$ cat src/core/dtfm_params.svh
`ifndef DTFM_PARAMS_SVH
`define DTFM_PARAMS_SVH
// input function codes
`define DTFM_IN_MULTISTEP0    6'h00
`define DTFM_IN_RAMP0         6'h04
`define DTFM_IN_RAMP1         6'h05
`define DTFM_IN_TORQUE2       6'h0E
`define DTFM_IN_LINK_EN       6'h18
`define DTFM_IN_GP_READ       6'h19
`define DTFM_IN_PICKUP        6'h1A
`define DTFM_IN_STOP_CUR      6'h1B
`define DTFM_IN_STOP_FOURTH   6'h1C
// output codes
`define DTFM_OUT_RUNNING      6'h00
`define DTFM_OUT_UNASSIGNED   6'h1E
`define DTFM_OUT_LAST         6'h22
// terminal counts and field widths
`define DTFM_NUM_IN           9
`define DTFM_NUM_OUT          5
`define DTFM_CODE_W           6
`define DTFM_SIG_W            35
// register offsets
`define DTFM_REG_IN_CODE0     8'h00
`define DTFM_REG_OUT_CODE0    8'h10
`define DTFM_REG_STATUS       8'h20
`define DTFM_REG_IRQ_STAT     8'h24
`define DTFM_REG_IRQ_MASK     8'h28
`define DTFM_REG_INPUTS       8'h2C
`define DTFM_REG_OUTPUTS      8'h30
// interrupt bit positions
`define DTFM_IRQ_FSTOP        0
`define DTFM_IRQ_RAMP_CHG     1
`define DTFM_IRQ_W            2
`endif

$ cat src/core/dtfm_pkg.sv
package dtfm_pkg;
  // functions decoded from the input terminals
  typedef struct packed {
    logic       link_command_enable;
    logic       pickup_start_enable;
    logic       torque_limit_two;
    logic [1:0] ramp_select;
    logic       forced_stop_current_ramp;
    logic       forced_stop_fourth_ramp;
    logic [8:0] general_readable_input;
  } dtfm_in_fn_t;

  // drive control results
  typedef struct packed {
    logic       link_accept;
    logic       pickup_enable;
    logic       torque_set_two;
    logic [1:0] ramp_pair;
    logic       forced_stop;
    logic       use_fourth_decel;
    logic       forced_stop_alarm;
  } dtfm_ctrl_t;

  typedef enum logic [2:0] {
    DTFM_IDLE     = 3'b001,
    DTFM_RUN      = 3'b010,
    DTFM_STOPPING = 3'b100
  } dtfm_state_t;
endpackage

$ cat src/core/dtfm_in_sync.sv
`timescale 1ns/1ps
`include "dtfm_params.svh"
// three-stage synchroniser; change accepted once stages two and three agree
module dtfm_in_sync #(
  parameter int WIDTH = 9
) (
  // clocking
  input  wire logic             clk,
  input  wire logic             reset,
  input  wire logic             clk_en,
  // pins
  input  wire logic [WIDTH-1:0] pin_in,
  output logic      [WIDTH-1:0] level_out
);
  logic [WIDTH-1:0] s1_r, s2_r, s3_r, lvl_r;
  logic [WIDTH-1:0] lvl_nxt;

  always_comb begin
    lvl_nxt = lvl_r;
    for (int i = 0; i < WIDTH; i++) begin
      if (s2_r[i] == s3_r[i]) begin
        lvl_nxt[i] = s3_r[i];
      end
    end
  end

  always_ff @(posedge clk or posedge reset) begin
    if (reset) begin
      s1_r  <= '0;
      s2_r  <= '0;
      s3_r  <= '0;
      lvl_r <= '0;
    end else if (clk_en) begin
      s1_r  <= pin_in;
      s2_r  <= s1_r;
      s3_r  <= s2_r;
      lvl_r <= lvl_nxt;
    end
  end

  assign level_out = lvl_r;
endmodule // dtfm_in_sync

$ cat src/core/dtfm_out_sel.sv
`timescale 1ns/1ps
`include "dtfm_params.svh"
// one output terminal: picks the status signal named by its code
module dtfm_out_sel (
  // selection
  input  wire logic [`DTFM_CODE_W-1:0] code,
  input  wire logic [`DTFM_SIG_W-1:0]  sig_vec,
  // result
  output logic                         sel_out
);
  always_comb begin
    if (code == `DTFM_OUT_UNASSIGNED || code > `DTFM_OUT_LAST) begin
      sel_out = 1'b0;
    end else begin
      sel_out = sig_vec[code];
    end
  end
endmodule // dtfm_out_sel

$ cat src/core/dtfm_mux.sv
// Design decisions made here: the register addresses and the strobed register port.
`timescale 1ns/1ps
`include "dtfm_params.svh"
module dtfm_mux #(
  parameter int NUM_IN  = `DTFM_NUM_IN,
  parameter int NUM_OUT = `DTFM_NUM_OUT
) (
  // clocking
  input  wire logic                 clk,
  input  wire logic                 reset,
  input  wire logic                 clk_en,
  // register port
  input  wire logic [7:0]           reg_addr,
  input  wire logic [31:0]          reg_wdata,
  input  wire logic                 reg_wr,
  input  wire logic                 reg_rd,
  output logic      [31:0]          reg_rdata,
  // terminals
  input  wire logic [NUM_IN-1:0]    term_in,
  output logic      [NUM_OUT-1:0]   term_out,
  // drive status
  input  wire logic                 freq_output_active,
  input  wire logic                 dc_brake_active,
  input  wire logic                 motor_stopped,
  input  wire logic [`DTFM_SIG_W-1:0] status_sig,
  // drive control
  output dtfm_pkg::dtfm_ctrl_t      ctrl,
  output logic                      irq
);
  logic [NUM_IN-1:0]             in_lvl;
  logic [`DTFM_CODE_W-1:0]       in_code_r  [NUM_IN];
  logic [`DTFM_CODE_W-1:0]       in_code_nxt[NUM_IN];
  logic [`DTFM_CODE_W-1:0]       out_code_r  [NUM_OUT];
  logic [`DTFM_CODE_W-1:0]       out_code_nxt[NUM_OUT];
  logic [`DTFM_IRQ_W-1:0]        irq_stat_r, irq_stat_nxt;
  logic [`DTFM_IRQ_W-1:0]        irq_mask_r, irq_mask_nxt;
  logic [31:0]                   rdata_r, rdata_nxt;
  logic [NUM_OUT-1:0]            out_r, out_nxt;
  logic [NUM_OUT-1:0]            out_sel;
  logic [`DTFM_SIG_W-1:0]        sig_vec;
  logic                          irq_r, irq_nxt;
  dtfm_pkg::dtfm_in_fn_t         fn;
  dtfm_pkg::dtfm_ctrl_t          ctrl_r, ctrl_nxt;
  dtfm_pkg::dtfm_state_t         state_r, state_nxt;
  logic                          stop_ev;
  logic                          ramp_ev;
  logic [NUM_IN-1:0]             in_code_we;
  logic [NUM_OUT-1:0]            out_code_we;

  dtfm_in_sync #(.WIDTH(NUM_IN)) u_sync (
    .clk       (clk),
    .reset     (reset),
    .clk_en    (clk_en),
    .pin_in    (term_in),
    .level_out (in_lvl)
  );

  // input function decode; functions with no assigned terminal read off
  always_comb begin
    fn = '0;
    fn.forced_stop_current_ramp = 1'b1;
    fn.forced_stop_fourth_ramp  = 1'b1;
    for (int i = 0; i < NUM_IN; i++) begin
      case (in_code_r[i])
        `DTFM_IN_LINK_EN:    fn.link_command_enable = in_lvl[i];
        `DTFM_IN_GP_READ:    fn.general_readable_input[i] = in_lvl[i];
        `DTFM_IN_PICKUP:     fn.pickup_start_enable = in_lvl[i];
        `DTFM_IN_TORQUE2:    fn.torque_limit_two = in_lvl[i];
        `DTFM_IN_RAMP0:      fn.ramp_select[0] = in_lvl[i];
        `DTFM_IN_RAMP1:      fn.ramp_select[1] = in_lvl[i];
        `DTFM_IN_STOP_CUR: begin
          fn.forced_stop_current_ramp = in_lvl[i];
        end
        `DTFM_IN_STOP_FOURTH: begin
          fn.forced_stop_fourth_ramp = in_lvl[i];
        end
        default: ;
      endcase
    end
  end

  // forced-stop sequencer
  always_comb begin
    state_nxt = state_r;
    stop_ev   = 1'b0;
    ctrl_nxt  = ctrl_r;
    ctrl_nxt.link_accept    = fn.link_command_enable;
    ctrl_nxt.pickup_enable  = fn.pickup_start_enable;
    ctrl_nxt.torque_set_two = fn.torque_limit_two;
    ctrl_nxt.ramp_pair      = fn.ramp_select;
    case (state_r)
      dtfm_pkg::DTFM_IDLE: begin
        ctrl_nxt.forced_stop = 1'b0;
        if (freq_output_active) begin
          state_nxt = dtfm_pkg::DTFM_RUN;
        end
      end
      dtfm_pkg::DTFM_RUN: begin
        if (!fn.forced_stop_current_ramp ||
            !fn.forced_stop_fourth_ramp) begin
          state_nxt                 = dtfm_pkg::DTFM_STOPPING;
          stop_ev                   = 1'b1;
          ctrl_nxt.forced_stop      = 1'b1;
          ctrl_nxt.link_accept      = 1'b0;
          ctrl_nxt.forced_stop_alarm = 1'b1;
          ctrl_nxt.use_fourth_decel = !fn.forced_stop_fourth_ramp;
        end else if (!freq_output_active) begin
          state_nxt = dtfm_pkg::DTFM_IDLE;
        end
      end
      dtfm_pkg::DTFM_STOPPING: begin
        ctrl_nxt.link_accept = 1'b0;
        if (motor_stopped) begin
          state_nxt            = dtfm_pkg::DTFM_IDLE;
          ctrl_nxt.forced_stop = 1'b0;
        end
      end
      default: state_nxt = dtfm_pkg::DTFM_IDLE;
    endcase
    if (state_r != dtfm_pkg::DTFM_STOPPING && !stop_ev) begin
      ctrl_nxt.use_fourth_decel = 1'b0;
    end
    // alarm holds until idle with both stop inputs released and no frequency output
    if (state_r == dtfm_pkg::DTFM_IDLE && fn.forced_stop_current_ramp &&
        fn.forced_stop_fourth_ramp && !freq_output_active) begin
      ctrl_nxt.forced_stop_alarm = 1'b0;
    end
  end

  assign ramp_ev = (ctrl_r.ramp_pair != fn.ramp_select);

  // status vector with the running signal built here
  always_comb begin
    sig_vec = status_sig;
    sig_vec[`DTFM_OUT_RUNNING] = freq_output_active &&
                                 !dc_brake_active;
  end

  genvar g;
  generate
    for (g = 0; g < NUM_OUT; g++) begin : g_out
      dtfm_out_sel u_sel (
        .code    (out_code_r[g]),
        .sig_vec (sig_vec),
        .sel_out (out_sel[g])
      );
    end
  endgenerate

  always_comb begin
    out_nxt = out_sel;
  end

  // one write enable per code register
  generate
    for (g = 0; g < NUM_IN; g++) begin : g_in_we
      assign in_code_we[g] = reg_wr &&
                             (reg_addr == `DTFM_REG_IN_CODE0 + 8'(g));
    end
    for (g = 0; g < NUM_OUT; g++) begin : g_out_we
      assign out_code_we[g] = reg_wr &&
                              (reg_addr == `DTFM_REG_OUT_CODE0 + 8'(g));
    end
  endgenerate

  // terminal function codes
  always_comb begin
    for (int i = 0; i < NUM_IN; i++) begin
      in_code_nxt[i] = in_code_r[i];
      if (in_code_we[i]) begin
        in_code_nxt[i] = reg_wdata[`DTFM_CODE_W-1:0];
      end
    end
    for (int j = 0; j < NUM_OUT; j++) begin
      out_code_nxt[j] = out_code_r[j];
      if (out_code_we[j]) begin
        out_code_nxt[j] = reg_wdata[`DTFM_CODE_W-1:0];
      end
    end
  end

  // inputs leave reset with the shipped assignment, terminal i code i
  always_ff @(posedge clk or posedge reset) begin
    if (reset) begin
      for (int i = 0; i < NUM_IN; i++) begin
        in_code_r[i] <= i[`DTFM_CODE_W-1:0];
      end
      for (int j = 0; j < NUM_OUT; j++) begin
        out_code_r[j] <= `DTFM_OUT_RUNNING;
      end
    end else if (clk_en) begin
      in_code_r  <= in_code_nxt;
      out_code_r <= out_code_nxt;
    end
  end

  // sticky events, cleared by writing ones; a same-cycle event wins
  always_comb begin
    irq_mask_nxt = irq_mask_r;
    if (reg_wr && reg_addr == `DTFM_REG_IRQ_MASK) begin
      irq_mask_nxt = reg_wdata[`DTFM_IRQ_W-1:0];
    end
    irq_stat_nxt = irq_stat_r;
    if (reg_wr && reg_addr == `DTFM_REG_IRQ_STAT) begin
      irq_stat_nxt = irq_stat_r & ~reg_wdata[`DTFM_IRQ_W-1:0];
    end
    if (stop_ev) begin
      irq_stat_nxt[`DTFM_IRQ_FSTOP] = 1'b1;
    end
    if (ramp_ev) begin
      irq_stat_nxt[`DTFM_IRQ_RAMP_CHG] = 1'b1;
    end
    // level output follows the masked status from the next edge
    irq_nxt = |(irq_stat_nxt & irq_mask_nxt);
  end

  always_ff @(posedge clk or posedge reset) begin
    if (reset) begin
      irq_stat_r <= '0;
      irq_mask_r <= '0;
      irq_r      <= 1'b0;
    end else if (clk_en) begin
      irq_stat_r <= irq_stat_nxt;
      irq_mask_r <= irq_mask_nxt;
      irq_r      <= irq_nxt;
    end
  end

  // read data stand one cycle after the strobe, zero otherwise
  always_comb begin
    rdata_nxt = 32'h0000_0000;
    if (reg_rd) begin
      for (int i = 0; i < NUM_IN; i++) begin
        if (reg_addr == `DTFM_REG_IN_CODE0 + 8'(i)) begin
          rdata_nxt = 32'(in_code_r[i]);
        end
      end
      for (int j = 0; j < NUM_OUT; j++) begin
        if (reg_addr == `DTFM_REG_OUT_CODE0 + 8'(j)) begin
          rdata_nxt = 32'(out_code_r[j]);
        end
      end
      // status word: sequencer state above the control bits
      case (reg_addr)
        `DTFM_REG_STATUS:   rdata_nxt = 32'({state_r, ctrl_r});
        `DTFM_REG_IRQ_STAT: rdata_nxt = 32'(irq_stat_r);
        `DTFM_REG_IRQ_MASK: rdata_nxt = 32'(irq_mask_r);
        `DTFM_REG_INPUTS:   rdata_nxt = 32'(fn.general_readable_input);
        `DTFM_REG_OUTPUTS:  rdata_nxt = 32'(out_r);
        default: ;
      endcase
    end
  end

  always_ff @(posedge clk or posedge reset) begin
    if (reset) begin
      rdata_r <= 32'h0000_0000;
    end else if (clk_en) begin
      rdata_r <= rdata_nxt;
    end
  end

  // output terminals are driven only from these flops
  always_ff @(posedge clk or posedge reset) begin
    if (reset) begin
      out_r <= '0;
    end else if (clk_en) begin
      out_r <= out_nxt;
    end
  end

  // forced-stop sequencer state and drive controls
  always_ff @(posedge clk or posedge reset) begin
    if (reset) begin
      ctrl_r  <= '0;
      state_r <= dtfm_pkg::DTFM_IDLE;
    end else if (clk_en) begin
      ctrl_r  <= ctrl_nxt;
      state_r <= state_nxt;
    end
  end

  assign reg_rdata = rdata_r;
  assign term_out  = out_r;
  assign ctrl      = ctrl_r;
  assign irq       = irq_r;
endmodule // dtfm_mux

$ cat config.mk
export PLATFORM = sky130hd
export DESIGN_NAME = dtfm_mux
export DESIGN_NICKNAME = d
export VERILOG_FILES = /design/src/core/dtfm_pkg.sv /design/src/core/dtfm_in_sync.sv /design/src/core/dtfm_out_sel.sv /design/src/core/dtfm_mux.sv
export VERILOG_INCLUDE_DIRS = /design/src /design/src/core
export SDC_FILE = /design/constraint.sdc
export NUM_CORES = 1
export LEC_CHECK = 0
export BUFFER_PORTS_ARGS = -buffer_cell sky130_fd_sc_hd__buf_2
export CORE_MARGIN = 2
export CORE_UTILIZATION = 55
export CTS_CLUSTER_DIAMETER = 120
export CTS_CLUSTER_SIZE = 24
export DETAILED_ROUTE_END_ITERATION = 12
export PLACE_DENSITY = 0.82
export SLEW_MARGIN = 10
export SYNTH_ARGS = -nofsm -noshare
export SYNTH_HDL_FRONTEND = slang
export SYNTH_SLANG_ARGS = --single-unit
$ cat constraint.sdc
create_clock -name clk -period 9.1 [get_ports clk]
set_clock_uncertainty 0.2 [all_clocks]
set_input_delay 0.455 -clock clk [delete_from_list [all_inputs] [get_ports clk]]
set_output_delay 0.455 -clock clk [all_outputs]
set_load 0.005 [all_outputs]
# Word level (Yosys, flattened, before mapping)
# Cells that the tools add are included.
# word_totals
regBits,173
latchBits,0
ramBits,0
rom_bits,0
in_bits,92
output_inout_bits,46
word_cells,353
memories,0
# op_classes
n_addsub,0
mul,0
div,0
n_lt_le_gt_ge,10
eq_ne,113
n_shift,0
mux,122
n_bitwise,3
reduce_logical,66
# ops
op,n
two-way mux 32 bit,14
equality test 6 x 5 -> 1 bit (second input constant),50
one-hot mux 32 bit (5 select lines),1
equality test 6 x 3 -> 1 bit (second input constant),18
two-way mux 1 bit,90
equality test 6 x 4 -> 1 bit (second input constant),9
AND reduction 2 bit,23
equality test 8 x 5 -> 1 bit (second input constant),5
equality test 8 x 6 -> 1 bit (second input constant),5
< comparator 6 x 7 -> 1 bit (second input constant),5
equality test 8 x 3 -> 1 bit (second input constant),4
binary-select mux 1 bit (select 6 bit),5
> comparator 6 bit (second input constant),5
logical AND 1 bit,21
equality test 8 x 2 -> 1 bit (second input constant),2
two-way mux 3 bit,5
equality test 1 bit,9
one-hot mux 3 bit (3 select lines),1
equality test 8 x 1 -> 1 bit (second input constant),1
equality test 8 x 4 -> 1 bit (second input constant),1
logical NOT 8 bit,1
AND reduction 4 bit,2
nonzero test 2 bit,4
logical OR 1 bit,6
16 further kinds,27

# Logic depth before layout (Yosys ltp)
# Gate-level depths: netlist of the first run.
# depth
depth_word,18
mapped_depth,10
mapped_depth_nobuf,8

# Hierarchy
# From an unflattened synthesis of the first run, not the netlist that was laid out.
# hier_totals
cells_unflattened,986
area_unflattened_um2,10724.0
# modules_own_cells
mod,instances,cells_each,area_per_inst_um2,seq_area_each_um2
dtfm_mux,1,748,7430.9,2920.3
dtfm_out_sel,5,28,364.1,0.0
dtfm_in_sync,1,98,1472.7,900.9

# Least setup slack after synthesis of the first run
# No wires, ideal clock.
# synth_path
kind,register to register
start,register out_code_r[24] (netlist name)
end,register out_r[0] (netlist: term_out[0])
setup_ps,121
arrival_ps,2301
t_required_ps,8779
path_slack_ps,6478
path_stages_with_launch,8
n_path_buf,2
synth_period_minus_slack_ps,2622
cell_sequence,dfrtp_1 -> clkbuf_1 -> clkbuf_1 -> mux4_2 -> mux4_2 -> mux2i_1 -> o21ai_1 -> a22o_1
# synth_via
elab_chain_len,3
word_cells_on_any_way,6
cone_classes,1 x order compare; 1 x eq/ne; 3 x mux; 1 x reduce/logical
# synth_rtl
element,line,rtl
start: declaration,dtfm_mux.sv:33,logic [`DTFM_CODE_W-1:0] out_code_r [NUM_OUT];
start signal: indexed assignment,dtfm_mux.sv:189,out_code_r[j] <= `DTFM_OUT_RUNNING;
start signal: assignment,dtfm_mux.sv:193,out_code_r <= out_code_nxt;
"binary-select mux 1 bit (select 6 bit), or another cell as far along",dtfm_out_sel.sv:15,sel_out = sig_vec[code];
two-way mux 1 bit (not written as such) / logical OR 1 bit (equally long branches),-,
two-way mux 1 bit *,dtfm_out_sel.sv:12,if (code == `DTFM_OUT_UNASSIGNED || code > `DTFM_OUT_LAST) begin
end signal: assignment,dtfm_mux.sv:268,out_r <= out_nxt;
end: declaration,dtfm_mux.sv:38,"logic [NUM_OUT-1:0] out_r, out_nxt;"
# Every way passes the cells marked *; elsewhere a longest branch is shown, timed or not. The select of a mux whose other input is x is not followed.
# A chain may end at the register's enable or synchronous reset.

# Final worst setup path of the first run
# layout_path
start,register in_code_r[20] (netlist name)
end,register irq_r (netlist: irq)
# layout_via
elab_chain_len,12
word_cells_on_any_way,30
cone_classes,5 x eq/ne; 20 x mux; 1 x bitwise; 4 x reduce/logical
# layout_rtl
element,line,rtl
start: declaration,dtfm_mux.sv:31,logic [`DTFM_CODE_W-1:0] in_code_r [NUM_IN];
start signal: indexed assignment,dtfm_mux.sv:186,in_code_r[i] <= i[`DTFM_CODE_W-1:0];
start signal: assignment,dtfm_mux.sv:192,in_code_r <= in_code_nxt;
equality test 6 x 5 -> 1 bit,dtfm_mux.sv:64,case (in_code_r[i])
two-way mux 1 bit (4 in series),dtfm_mux.sv:64,
logical NOT 1 bit (on tied branches),"dtfm_mux.sv:99, dtfm_mux.sv:100",
logical OR 1 bit,dtfm_mux.sv:99,if (!fn.forced_stop_current_ramp ||
two-way mux 1 bit,dtfm_mux.sv:99,
two-way mux 1 bit,dtfm_mux.sv:91,case (state_r)
two-way mux 1 bit,dtfm_mux.sv:207,if (stop_ev) begin
AND 2 bit *,dtfm_mux.sv:214,irq_nxt = |(irq_stat_nxt & irq_mask_nxt);
OR reduction 2 bit *,dtfm_mux.sv:214,
end signal: assignment,dtfm_mux.sv:225,irq_r <= irq_nxt;
end: declaration,dtfm_mux.sv:41,"logic irq_r, irq_nxt;"
# Every way passes the cells marked *; elsewhere a longest branch is shown, timed or not.

==> results.md, run 1 <==
- The number of placed I/O pins is roughly 140.
- Final hold analysis gives a worst-case slack of -3.45 ps.
- Row generation in the floorplan step produced 49 rows.
- The least setup slack across all paths after layout is 5860 ps.
- The clock root buffer is sky130_fd_sc_hd__clkbuf_16.
- The checks that failed: negative hold slack.
- Among all flip-flop cells after synthesis, the most frequent one is sky130_fd_sc_hd__dfrtp_1.
- The remaining global-route overflow is 0.
- Port buffering added 89 buffers.
- Counting the fill cells in the layout gives 1419.
- Power spread over the standard cell area amounts to between 150 and 200 nW/um2.
- The library cell used most frequently in the layout, excluding fill and tap cells, is sky130_fd_sc_hd__dfrtp_1.
- After clock tree synthesis, the repair step resized 0 gates.
- The smallest clock period supported by the final layout is computed as 3240 ps.
- During synthesis, Yosys emitted a total of 0 warnings.
- The floorplan core area is 18100 um2.
- Summed over all cells, the static leakage comes to roughly 4.7 nW.
- The number of pins exceeding their max-slew limit in the final report came to 0.
- The cell area after synthesis is 10300 um2.
- The violation count after the first detailed-route iteration is roughly 1300.
- The maximum clock frequency is roughly 300 MHz.
- In this run, post-CTS hold repair placed 0 buffers.
- The first TritonRoute pass finished after 6 iterations.
- The kind of start point of the critical path is a flop.
- The H-tree was split into 4 levels.
- The die is between 100 and 150 um tall.
- The setup check on the worst reg-to-reg path leaves a slack of ~6000 ps.
- Using the TritonRoute via totals, the vias-per-cell ratio works out to around 7.
- The type of the setup path with the least slack is flop to flop.
- The largest net degree at the start of global routing is 88.
- The synthesized flop and latch total is ~150.
- The DRC violation count after routing is 0.
- The die covers 19800 um2.
- The maximum count of clock buffers along a single path is 2.
- The total negative slack for setup checks is 0 ps.
- The slowest stage of the critical path belongs to the cell sky130_fd_sc_hd__nor4b_1.
- Setup violations remaining at the end of the flow were counted as 0.
- The number of maximum-capacitance constraint violations is 0.
- Leaving out fill and tap cells, the most frequent cells in the layout are sky130_fd_sc_hd__dfrtp_1 (138), sky130_fd_sc_hd__mux2_2 (104), sky130_fd_sc_hd__nand2_1 (94).
- The clock latency on the worst-skew pair is ~430 ps.
- The biggest fanout along the worst timing path is 5.
- The longest individual stage delay on the worst path is between 900 and 1000 ps.
- The antenna diode count is 0.
- Clock tree synthesis found a total of 152 sinks.
- The first global-routing pass estimated a little under 50 mm of wire.
- At the end of routability-driven placement, the weighted congestion stood at 0.972.
- Setup repair after global routing left no endpoint under its margin.
- In this run, CTS created clock tree buffers numbering 17.
- Walking the worst path, the cells encountered are nor4b_1 > a22oi_1 > o211ai_2 > o21ai_0 > a2111o_1 > a311o_1 > o2111ai_2.
- The starting utilization of the core area is between 50 and 60%.
- The fraction of layout cells with a size suffix above 1 is just under 30%.
- The via count of the first global-routing pass is 8583.
- Detailed placement ended at an HPWL of about 22 mm.
- The final period utilization is a little over a third.
- The worst setup path is captured at a flop.
- The type of the most critical hold path is input pin to asynchronous set/reset pin.
- The final hold violation count is 9.
- Data on the critical path is required at its endpoint by 9240 ps.
- TritonCTS built the clock tree.
- The cell count after synthesis is 1008.
- A synthesized cell averages 10.2 um2.
- Once detail routing completed, the nets flagged for antenna violations numbered 0.
- For this block, the via count after detailed routing is slightly above 9000.
- The worst-case IR drop observed on VDD is 0.0000774 V.
- The total wire length is 30.7 mm.
- Dividing the detail-routed wire length by the instance count gives about 24 um.
- The final net count is 1151.
- The number of antenna violations at the first check in global routing is 1.
- In this run the post-CTS setup repair buffer count came out at 0.
- The slew at the pin closest to its max-slew limit is 1120 ps.
- The count of unique library cells instantiated by Yosys is 79.
- The pre-CTS worst setup slack is just under 6000 ps.
- Headroom to the max-slew limit came out at 24.1%.
- For this run, the total global-route usage over all layers was measured as about 31%.
- Relative to the synthesized area, the layout overhead comes to 10.2%.
- The die is 141 um wide.
- In the synthesized netlist the async set-or-reset flop fraction comes to 100%.
- For the worst setup path, the data arrival time is 3380 ps.
- Counting both buffers and inverters, the worst setup path holds a total of 0.
- The post-CTS clock slew at the launch and capture registers of the worst setup and hold paths is 60 ps.
- The family with the most delay on the worst path is compound AO/OA/AOI/OAI gates.
- After synthesis, flip-flops and latches occupy 37.2% of the total area.
- The run finished, with violations left.
- The synthesized design contains 0 enable-type register cells.
==> kinds of logic after synthesis <==
group / count (synthesis) / share of synthesized area (%)
other cells: 1 / 0.0365
simple gates: 339 / 18.3
compound gates: 223 / 13.9
flops: 152 / 37.2
buf+inv: 110 / 4.88
xor+xnor: 1 / 0.0853
mux: 182 / 25.6
==> metrics by stage <==
stage	cell area [um2]	hold WS, ps	instances	power, mW	util (%)
floorplan	10300	246	1028	0.966	-
global placement	10700	268	1269	1.04	59.1
detailed placement	10700	273	1269	1.05	59.1
CTS	11300	12.6	1301	1.77	62.4
global route	11300	51.5	1301	1.83	62.4
finish	11300	-3.45	1301	1.77	62.4
==> cells in the mapped netlist, types with 6 or more instances <==
cell                        instances  share of area, %
sky130_fd_sc_hd__o211ai_1           7              0.51
sky130_fd_sc_hd__nand2_1           94               3.4
sky130_fd_sc_hd__mux2_2           104                11
sky130_fd_sc_hd__buf_4             21               1.5
sky130_fd_sc_hd__a31oi_1           12              0.73
sky130_fd_sc_hd__nand2b_1          17               1.0
sky130_fd_sc_hd__dfstp_2           14               3.6
sky130_fd_sc_hd__inv_1             28               1.0
sky130_fd_sc_hd__nor2_1            56               2.0
sky130_fd_sc_hd__mux2i_1           18               1.8
sky130_fd_sc_hd__dfrtp_1          138                34
sky130_fd_sc_hd__nand3b_1           6              0.44
sky130_fd_sc_hd__and3_1             6              0.37
sky130_fd_sc_hd__a211oi_1           9              0.66
sky130_fd_sc_hd__o22ai_1           11              0.67
sky130_fd_sc_hd__buf_1              6              0.22
sky130_fd_sc_hd__a21oi_1           44               2.1
sky130_fd_sc_hd__nor3_1            23               1.1
sky130_fd_sc_hd__nor4_1             8              0.49
sky130_fd_sc_hd__o21ai_1           10              0.49
sky130_fd_sc_hd__nor3_2             6              0.58
sky130_fd_sc_hd__o221ai_1           6              0.51
sky130_fd_sc_hd__a22oi_1            8              0.58
sky130_fd_sc_hd__buf_2              8              0.39
sky130_fd_sc_hd__clkbuf_1          47               1.7
sky130_fd_sc_hd__and4b_1            6              0.58
sky130_fd_sc_hd__nand4_1           15              0.91
sky130_fd_sc_hd__nand3_1           26               1.3
sky130_fd_sc_hd__mux2_1             6              0.66
sky130_fd_sc_hd__nor2b_1           21               1.3
sky130_fd_sc_hd__o2bb2ai_1          6              0.51
sky130_fd_sc_hd__nand4b_1           9              0.77
sky130_fd_sc_hd__o21ai_0           67               3.3
sky130_fd_sc_hd__or3_1              7              0.43
sky130_fd_sc_hd__mux4_2            53                12
==> report_power, final <==
group          leakage (nW)  switching, mW  internal (mW)
combinational          2.46          0.123          0.103
sequential             1.97         0.0952          0.728
clock                 0.280          0.279          0.445
==> layer usage <==
metal	wire length (um)	vias to the layer above	part of all wire (%)	track usage [%]
li1	-	3896	-	-
met1	12400	4452	40	44.4
met2	13900	636	45	47.6
met3	3460	87	11	7.68
met4	933	0	3.0	10.4
met5	0	-	0	0
==> path summary, 6_finish.rpt <==
kind / from / endpoint / cells past startpoint
setup / recovery: in_code_r[20] / irq / 7
hold / removal: reset / u_sync.s3_r[1] / 2
setup reg to reg: in_code_r[20] / irq / 7
hold reg to reg: reg_rdata[6] / reg_rdata[6] / 1
max in group asynchronous: reset / out_code_r[27] / 3
min in group clk: term_in[1] / u_sync.s1_r[1] / 2
==> sequential cells by signal, summed over array words and instances (netlist names) <==
register / flops
ctrl: 8
term_out: 5
in_code_r: 54
u_sync.s3_r: 9
u_sync.level_out: 9
out_code_r: 30
irq_mask_r: 2
state_r: 3
u_sync.s1_r: 9
irq: 1
reg_rdata: 11
u_sync.s2_r: 9
irq_stat_r: 2
==> worst reg2reg max path: stages, from the launching register on <==
cell and delay (ps):
sky130_fd_sc_hd__dfstp_2 570, sky130_fd_sc_hd__nor4b_1 910, sky130_fd_sc_hd__a22oi_1 270, sky130_fd_sc_hd__o211ai_2 170, sky130_fd_sc_hd__o21ai_0 140, sky130_fd_sc_hd__a2111o_1 410, sky130_fd_sc_hd__a311o_1 400, sky130_fd_sc_hd__o2111ai_2 70
==> layout make-up <==
class / count / area [um2] / share of cell area (%)
clock buffer: 24 / 472 / 4.17
clock inverter: 8 / 123 / 1.08
inverter: 28 / 110 / 0.972
multi-input combinational: 766 / 6030 / 53.2
sequential: 152 / 3820 / 33.7
tap: 229 / 287 / 2.53
timing repair buffer: 94 / 483 / 4.27
Note: power is estimated with default switching activity, not from simulation.
==> inputs of run 2 (changes only) <==
==> constraint.sdc (replaced) <==
create_clock -name clk -period 3.4 [get_ports clk]
set_clock_uncertainty 0.2 [all_clocks]
set_input_delay 0.17 -clock clk [delete_from_list [all_inputs] [get_ports clk]]
set_output_delay 0.17 -clock clk [all_outputs]
set_load 0.005 [all_outputs]
==> run 2 against run 1 <==
The flow now finishes without violations. Critical path depth up 1. Flip-flop and latch count did not move. Final cell count up 2.2%. Maximum frequency is 5.6% higher. Core utilization up 1.5 points. Count of clock-buffer cells in the layout fell by 3. Wire length is 0.18% lower. Register-to-register slack got worse by 5500 ps. Clock power rose to 2.7 times the previous value. Critical endpoint unchanged. Largest cell class unchanged.
==> results.md, run 2 (synthesis gave the netlist of run 1 again) <==
- The flow ran to the end, and the final reports show no timing, DRC or antenna violations.
- The maximum clock frequency is 326 MHz (+5.6%).
- The overall track demand over capacity in global routing was 31.2% (-0.14 points).
- The maximum count of clock buffers along a single path is 2 (unchanged).
- The area of the die came to 19800 um2 (unchanged).
- Compared with the post-synthesis result, the final layout area differs by 12.9%.
- The proportion of power drawn by combinational gates is 13.5% (+0.8 points).
- The slowest stage cell on the critical path is sky130_fd_sc_hd__or4b_1.
- The width of the die is 141 um (unchanged).
- The final hold violation count was 0 (-9).
- The critical path data required time is 3500 ps (-5740 ps).
- The number of buffers created by CTS is 17 (unchanged).
- The most common cell after layout, fill and taps aside is sky130_fd_sc_hd__dfrtp_1.
- The die boundary height is 141 um (unchanged).
- Setup repair after global routing left no endpoint under its margin.
- The headroom to the max-slew limit is 29.8% (+5.7 points).
- The number of I/O port buffers is 89 (unchanged).
- The starting utilization of the core area is 56.6% (unchanged).
- The library cells used most frequently in the layout, excluding fill and tap cells, are sky130_fd_sc_hd__dfrtp_1 (138), sky130_fd_sc_hd__mux2_2 (104), sky130_fd_sc_hd__nand2_1 (94).
- The min-delay analysis places its worst path in the category input pin to flop.
- The fraction of layout cells with a size suffix above 1 came to 29.9% (+0.65 points).
- The number of placed I/O pins came to 138 (unchanged).
- The number of buffer and inverter instances along the worst setup path is 0 (unchanged).
- The detailed-route via count is 9160 (+0.98%).
- The number of antenna violations at the first check in global routing is 1 (unchanged).
- The clock latency on the worst-skew pair was 430 ps (about the same).
- The CTS H-tree depth came to 4 (unchanged).
- The total setup violations reported at the end of the flow is 0 (unchanged).
- The worst setup path is captured at a flop.
- The via count normalized by instance count came to 6.89 (-1.1%).
- The post-CTS clock slew at the launch and capture registers of the worst setup and hold paths is 60 ps (about the same).
- The register share of total power is 45.6% (-0.8 points).
- The number of rows in the core area came to 49 (unchanged).
- The post-route cell area is 11600 um2 (+2.5%).
- The routed wire length per instance is 23.1 um (-2.3%).
- The remaining global-route overflow is 0 (unchanged).
- The number of pins exceeding their max-slew limit in the final report is 0 (unchanged).
- The kind of start point of the critical path is a flop.
- The violation count after the first detailed-route iteration was 1238 (-3.3%).
- The post-detailed-route count of antenna-violating nets is 0 (unchanged).
- The clock root buffer is sky130_fd_sc_hd__clkbuf_16.
- The slew at the pin closest to its max-slew limit was 1030 ps (-96.9 ps).
- The post-cts sizing count came to 0 (unchanged).
- The total wire length came to 30.7 mm (-0.18%).
- The standby leakage power is 4.84 nW (+2.8%).
- TritonCTS built the clock tree.
- The number of maximum-capacitance constraint violations was 0 (unchanged).
- The via count of the first global-routing pass is 8508 (-0.87%).
- The total negative slack for setup checks is 0 ps (unchanged).
- On the critical path the largest part of the delay comes from compound AO/OA/AOI/OAI gates.
- The DRC violation count after routing is 0 (unchanged).
- The area of placed instances was 10800 um2 (+1.1%).
- The final critical delay including setup and external delays is 3060 ps (-173 ps).
- The area taken by multi-input logic gates came to 6030 um2 (unchanged).
- The longest individual stage delay on the worst path is 530 ps (-380 ps).
- The fill cell total of the finished layout is 1371 (-3.4%).
- The critical path goes through nand3b_1 > or4b_1 > a211oi_1 > o211ai_1 > a21oi_1 > o211a_1 > or2_1 > o2111ai_2.
- The power per cell area was 414 nW/um2 (+160%).
- The fraction of power spent switching nets is 28.3% (+0.27 points).
- The power spent charging and discharging nets is 1.36 mW (+170%).
- The estimated wirelength of the detail-placed design is 22.1 mm (+0.42%).
- The least setup slack across all paths after layout is 336 ps (-5530 ps).
- The final net count is 1178 (+2.3%).
- The first-pass iteration count of the detailed router is 7 (+1).
- The weighted congestion reported at the end of routability-driven placement is 0.980 (+0.87%).
- The biggest fanout along the worst timing path is 6 (+1).
- The worst path arrival time came to 3160 ps (-220 ps).
- The final period utilization is 90.1% (+55 points).
- The footprint of the flip-flops and latches was 3820 um2 (unchanged).
- The type of the setup path with the least slack is flop to flop.
- The internal cell power was 3.44 mW (+170%).
- The largest net degree at the start of global routing is 60 (-32%).
- The pre-CTS worst setup slack was 413 ps (-5360 ps).
- The floorplan core area came to 18100 um2 (unchanged).
- The number of sinks on the clock net is 152 (unchanged).
- The wire length of the first global-routing pass is 47.9 mm (-1.0%).
- The register bank with the most flops is in_code_r.
- The largest vdd supply drop is 0.000222 V (+190%).
- The flip-flop count of the largest register after layout is 54 (unchanged).
- The clock network fraction of design power is 40.9% (about the same).
[run 2: final timing paths]
check                      slack, ps     startpoint             to  cells past startpoint
min in group asynchronous        270          reset  in_code_r[40]                      3
hold reg to reg                  290   reg_rdata[6]   reg_rdata[6]                      1
hold / removal                    20         clk_en    term_out[3]                      2
setup / recovery                 340  in_code_r[43]            irq                      8
setup reg to reg                 340  in_code_r[43]            irq                      8
max in group asynchronous       1870          reset   in_code_r[3]                      4
[run 2: final cells by class]
type	instances	area share (%)
Multi-Input combinational cell	766	51.9
Sequential cell	152	32.9
Timing Repair Buffer	121	6.45
Clock buffer	21	3.97
Tap cell	229	2.47
Clock inverter	11	1.27
Inverter	28	0.938
Antenna cell	1	0.0216
[run 2: routing by layer]
layer  part of all wire (%)  track usage (%)  routed length [um]
met1                     40             44.4               12100
met2                     45             47.5               13800
met3                     12             6.73                3700
met5                      0                0                   0
met4                    3.4             11.2                1050
[run 2: through the flow]
stage	power (mW)	cells	util [%]	hold WS (ps)
2_1_floorplan	2.59	1028	-	105
3_3_place_gp	2.80	1281	59.7	180
3_5_place_dp	2.83	1281	59.7	192
4_1_cts	4.80	1328	63.9	14.9
5_1_grt	4.98	1328	63.9	49.8
6_report	4.80	1329	63.9	20.4
[run 2: repair_timing]
action / 4_1_cts / 5_1_grt
buffers inserted: 0 / 0
hold buffers: 15 / 0
hold endpoints to repair: 50 / 0
[run 2: power by group through the flow]
stage	Sequential (mW)	Combinational, mW	Clock (mW)
CTS	2.18	0.640	1.98
finish	2.19	0.649	1.96
detailed placement	2.21	0.621	0
floorplan	2.06	0.526	0
global placement	2.20	0.600	0
global route	2.21	0.711	2.06
==> inputs of run 3 (changes only) <==
--- a/config.mk
+++ b/config.mk
@@ -7,13 +7,12 @@
 export NUM_CORES = 1
 export LEC_CHECK = 0
 export BUFFER_PORTS_ARGS = -buffer_cell sky130_fd_sc_hd__buf_2
-export CORE_MARGIN = 2
+export CORE_MARGIN = 10
 export CORE_UTILIZATION = 55
 export CTS_CLUSTER_DIAMETER = 120
 export CTS_CLUSTER_SIZE = 24
 export DETAILED_ROUTE_END_ITERATION = 12
 export PLACE_DENSITY = 0.82
-export SLEW_MARGIN = 10
 export SYNTH_ARGS = -nofsm -noshare
 export SYNTH_HDL_FRONTEND = slang
 export SYNTH_SLANG_ARGS = --single-unit
==> run 3 against run 2 <==
Via count shrank 1.0%. First-iteration DRC count shrank 5.0%. Total power shrank 1.4%. Maximum frequency grew 3.6%.
==> results.md, run 3 (synthesis gave the netlist of run 1 again) <==
- The via count of the first global-routing pass is 8759 (+3.0%).
- The detailed-route via count is 9066 (-1.0%).
- The first-pass iteration count of the detailed router came to 5 (-2).
- The post-route cell area is 11600 um2 (+0.11%).
- The floorplan core area is 18100 um2 (unchanged).
- The type of the most critical hold path is input pin to flop.
- The final critical delay including setup and external delays was 2960 ps (-106 ps).
- The library cell used most frequently in the layout, excluding fill and tap cells, is sky130_fd_sc_hd__dfrtp_1.
- The area taken by multi-input logic gates is 6030 um2 (unchanged).
- The post-CTS clock slew at the launch and capture registers of the worst setup and hold paths is 60 ps (about the same).
- The endpoint class of the critical path is a flop.
- The setup slack on the worst flop-to-flop path was 440 ps (+110 ps).
- The startpoint of the most critical register-to-register path is in_code_r[43].
- The worst path arrival time is 3060 ps (-100 ps).
- The weighted congestion reported at the end of routability-driven placement is 1.00 (+2.1%).
- The remaining global-route overflow is 0 (unchanged).
- From synthesis to final layout, the design area changed by 13.0%.
- The standby leakage power is 4.87 nW (+0.56%).
- The total negative slack for setup checks came to 0 ps (unchanged).
- The logic depth of the worst register-to-register path is 8 (unchanged).
- The slew at the pin closest to its max-slew limit is 722 ps (-304 ps).
- The largest net degree at the start of global routing was 54 (-10%).
- The maximum count of clock buffers along a single path is 2 (unchanged).
- TritonCTS built the clock tree.
- in_code_r holds more flip-flops than any other register.
- The flow ran to the end, and the final reports show no timing, DRC or antenna violations.
- The total wire length is 32.0 mm (+4.3%).
- The number of pins exceeding their max-slew limit in the final report is 0 (unchanged).
- The launching instance or port of the critical path is in_code_r[43].
- Setup repair after global routing left no endpoint under its margin.
- The type of the setup path with the least slack is flop to flop.
- The hold path startpoint is clk_en.
- The fill cell total of the finished layout is 1404 (+2.4%).
- The headroom to the max-slew limit came to 51.2% (+21 points).
- The register share of total power is 46.2% (+0.6 points).
- The area of the die came to 24500 um2 (+24%).
- The number of placed I/O pins is 138 (unchanged).
- The total setup violations reported at the end of the flow is 0 (unchanged).
- The flip-flop count of the largest register after layout is 54 (unchanged).
- The kind of start point of the critical path is a flop.
- The final hold violation count is 0 (unchanged).
- The clock latency on the worst-skew pair came to 440 ps (about the same).
- The fraction of layout cells with a size suffix above 1 is 30.3% (+0.32 points).
- The power per cell area is 408 nW/um2 (-1.5%).
- The power spent charging and discharging nets is 1.37 mW (+0.55%).
- The biggest fanout along the worst timing path is 6 (unchanged).
- The total power after layout came to 4.74 mW (-1.4%).
- The routed wire length per instance was 24.0 um (+3.9%).
- The violation count after the first detailed-route iteration was 1176 (-5.0%).
- The final net count came to 1183 (+0.42%).
- The area of placed instances was 10900 um2 (+0.35%).
- The number of sinks on the clock net is 152 (unchanged).
- The number of non-filler instances in the completed layout came to 1334 (+0.38%).
- The cell sitting at the root of the clock tree is a sky130_fd_sc_hd__clkbuf_16.
- The maximum clock frequency came to 338 MHz (+3.6%).
- The buffer count from post-CTS setup fixing was 0 (unchanged).
- The number of rows in the core area was 49 (unchanged).
- The final period utilization is 87.0% (-3.1 points).
- The number of I/O port buffers is 89 (unchanged).
- The capturing element of the worst setup path is irq.
- The starting utilization of the core area is 56.6% (unchanged).
- The via count normalized by instance count was 6.80 (-1.4%).
- The clock network fraction of design power is 40.0% (-0.9 points).
- The wire length of the first global-routing pass was 50.2 mm (+4.8%).
- The capture instance of the worst register-to-register path is irq.
- The overall track demand over capacity in global routing is 26.0% (-5.1 points).
- Leaving out fill and tap cells, the most frequent cells in the layout are sky130_fd_sc_hd__dfrtp_1 (138), sky130_fd_sc_hd__mux2_2 (104), sky130_fd_sc_hd__nand2_1 (94).
- The number of maximum-capacitance constraint violations is 0 (unchanged).
- The footprint of the flip-flops and latches is 3820 um2 (unchanged).
- The number of antenna violations at the first check in global routing came to 0 (-1).
- The die boundary height was 157 um (+11%).
- The CTS H-tree depth came to 4 (unchanged).
- The critical path data required time was 3500 ps (about the same).
- The minimum hold slack is 20.5 ps (+0.102 ps).
- The proportion of power drawn by combinational gates came to 13.8% (+0.3 points).
- The number of buffers created by CTS came to 17 (unchanged).
- The width of the die is 157 um (+11%).
- The estimated wirelength of the detail-placed design is 23.3 mm (+5.2%).
- The largest vdd supply drop was 0.000259 V (+17%).
- The DRC violation count after routing is 0 (unchanged).
- The fraction of power spent switching nets is 28.9% (+0.55 points).
- The number of instances in the placed design came to 1286 (+0.39%).
- The internal cell power is 3.37 mW (-2.1%).
- The post-detailed-route count of antenna-violating nets was 0 (unchanged).
run 3: stage by stage:
| stage | setup WS, ps | utilization (%) |
|---|---|---|
| after floorplan | 778 | - |
| after global placement | 498 | 59.9 |
| after detailed placement | 502 | 59.9 |
| after CTS | 470 | 64.0 |
| after global routing | 297 | 64.0 |
| final | 442 | 64.0 |
run 3: critical path, stage by stage, from the launching register on:
cell                        delay [ps]
sky130_fd_sc_hd__dfrtp_1           430
sky130_fd_sc_hd__nand3b_1          250
sky130_fd_sc_hd__or4b_1            520
sky130_fd_sc_hd__a211oi_1          270
sky130_fd_sc_hd__o211ai_1          200
sky130_fd_sc_hd__a21oi_1           280
sky130_fd_sc_hd__o211a_1           320
sky130_fd_sc_hd__or2_1             220
sky130_fd_sc_hd__o2111ai_2         140
run 3: final cells by class:
class                      count  share of cell area, %
antenna                        1                 0.0215
clock buffer                  21                   3.96
clock inverter                11                   1.06
inverter                      28                  0.937
multi-input combinational    766                   51.9
sequential                   152                   32.9
tap                          229                   2.47
timing repair buffer         126                   6.77
run 3: worst min path at each step:
stage | to | slack [ps] | cells after the start
floorplan | in_code_r[32] | 100 | 1
global placement | in_code_r[44] | 70 | 2
detailed placement | in_code_r[46] | 70 | 2
CTS | term_out[2] | 5 | 2
global route | term_out[2] | 30 | 2
finish | term_out[3] | 20 | 2
run 3: metal layers:
layer | vias to the layer above | GRT usage (%) | routed length (um)
met2 | 591 | 39.4 | 14400
met4 | 0 | 10.7 | 1080
met1 | 4416 | 35.7 | 12700
li1 | 3966 | - | -
met5 | - | 0 | 0
met3 | 93 | 5.51 | 3730
run 3: power by group through the flow:
stage	clock [mW]	sequential (mW)	combinational [mW]
2_1_floorplan	0	2.06	0.526
3_3_place_gp	0	2.20	0.603
3_5_place_dp	0	2.21	0.621
4_1_cts	1.90	2.18	0.642
5_1_grt	1.97	2.21	0.716
6_report	1.90	2.19	0.651
run 3: repair_timing:
action,CTS,global route
gates resized for setup,0,0
endpoints found under the hold margin,44,0
hold buffers,15,0
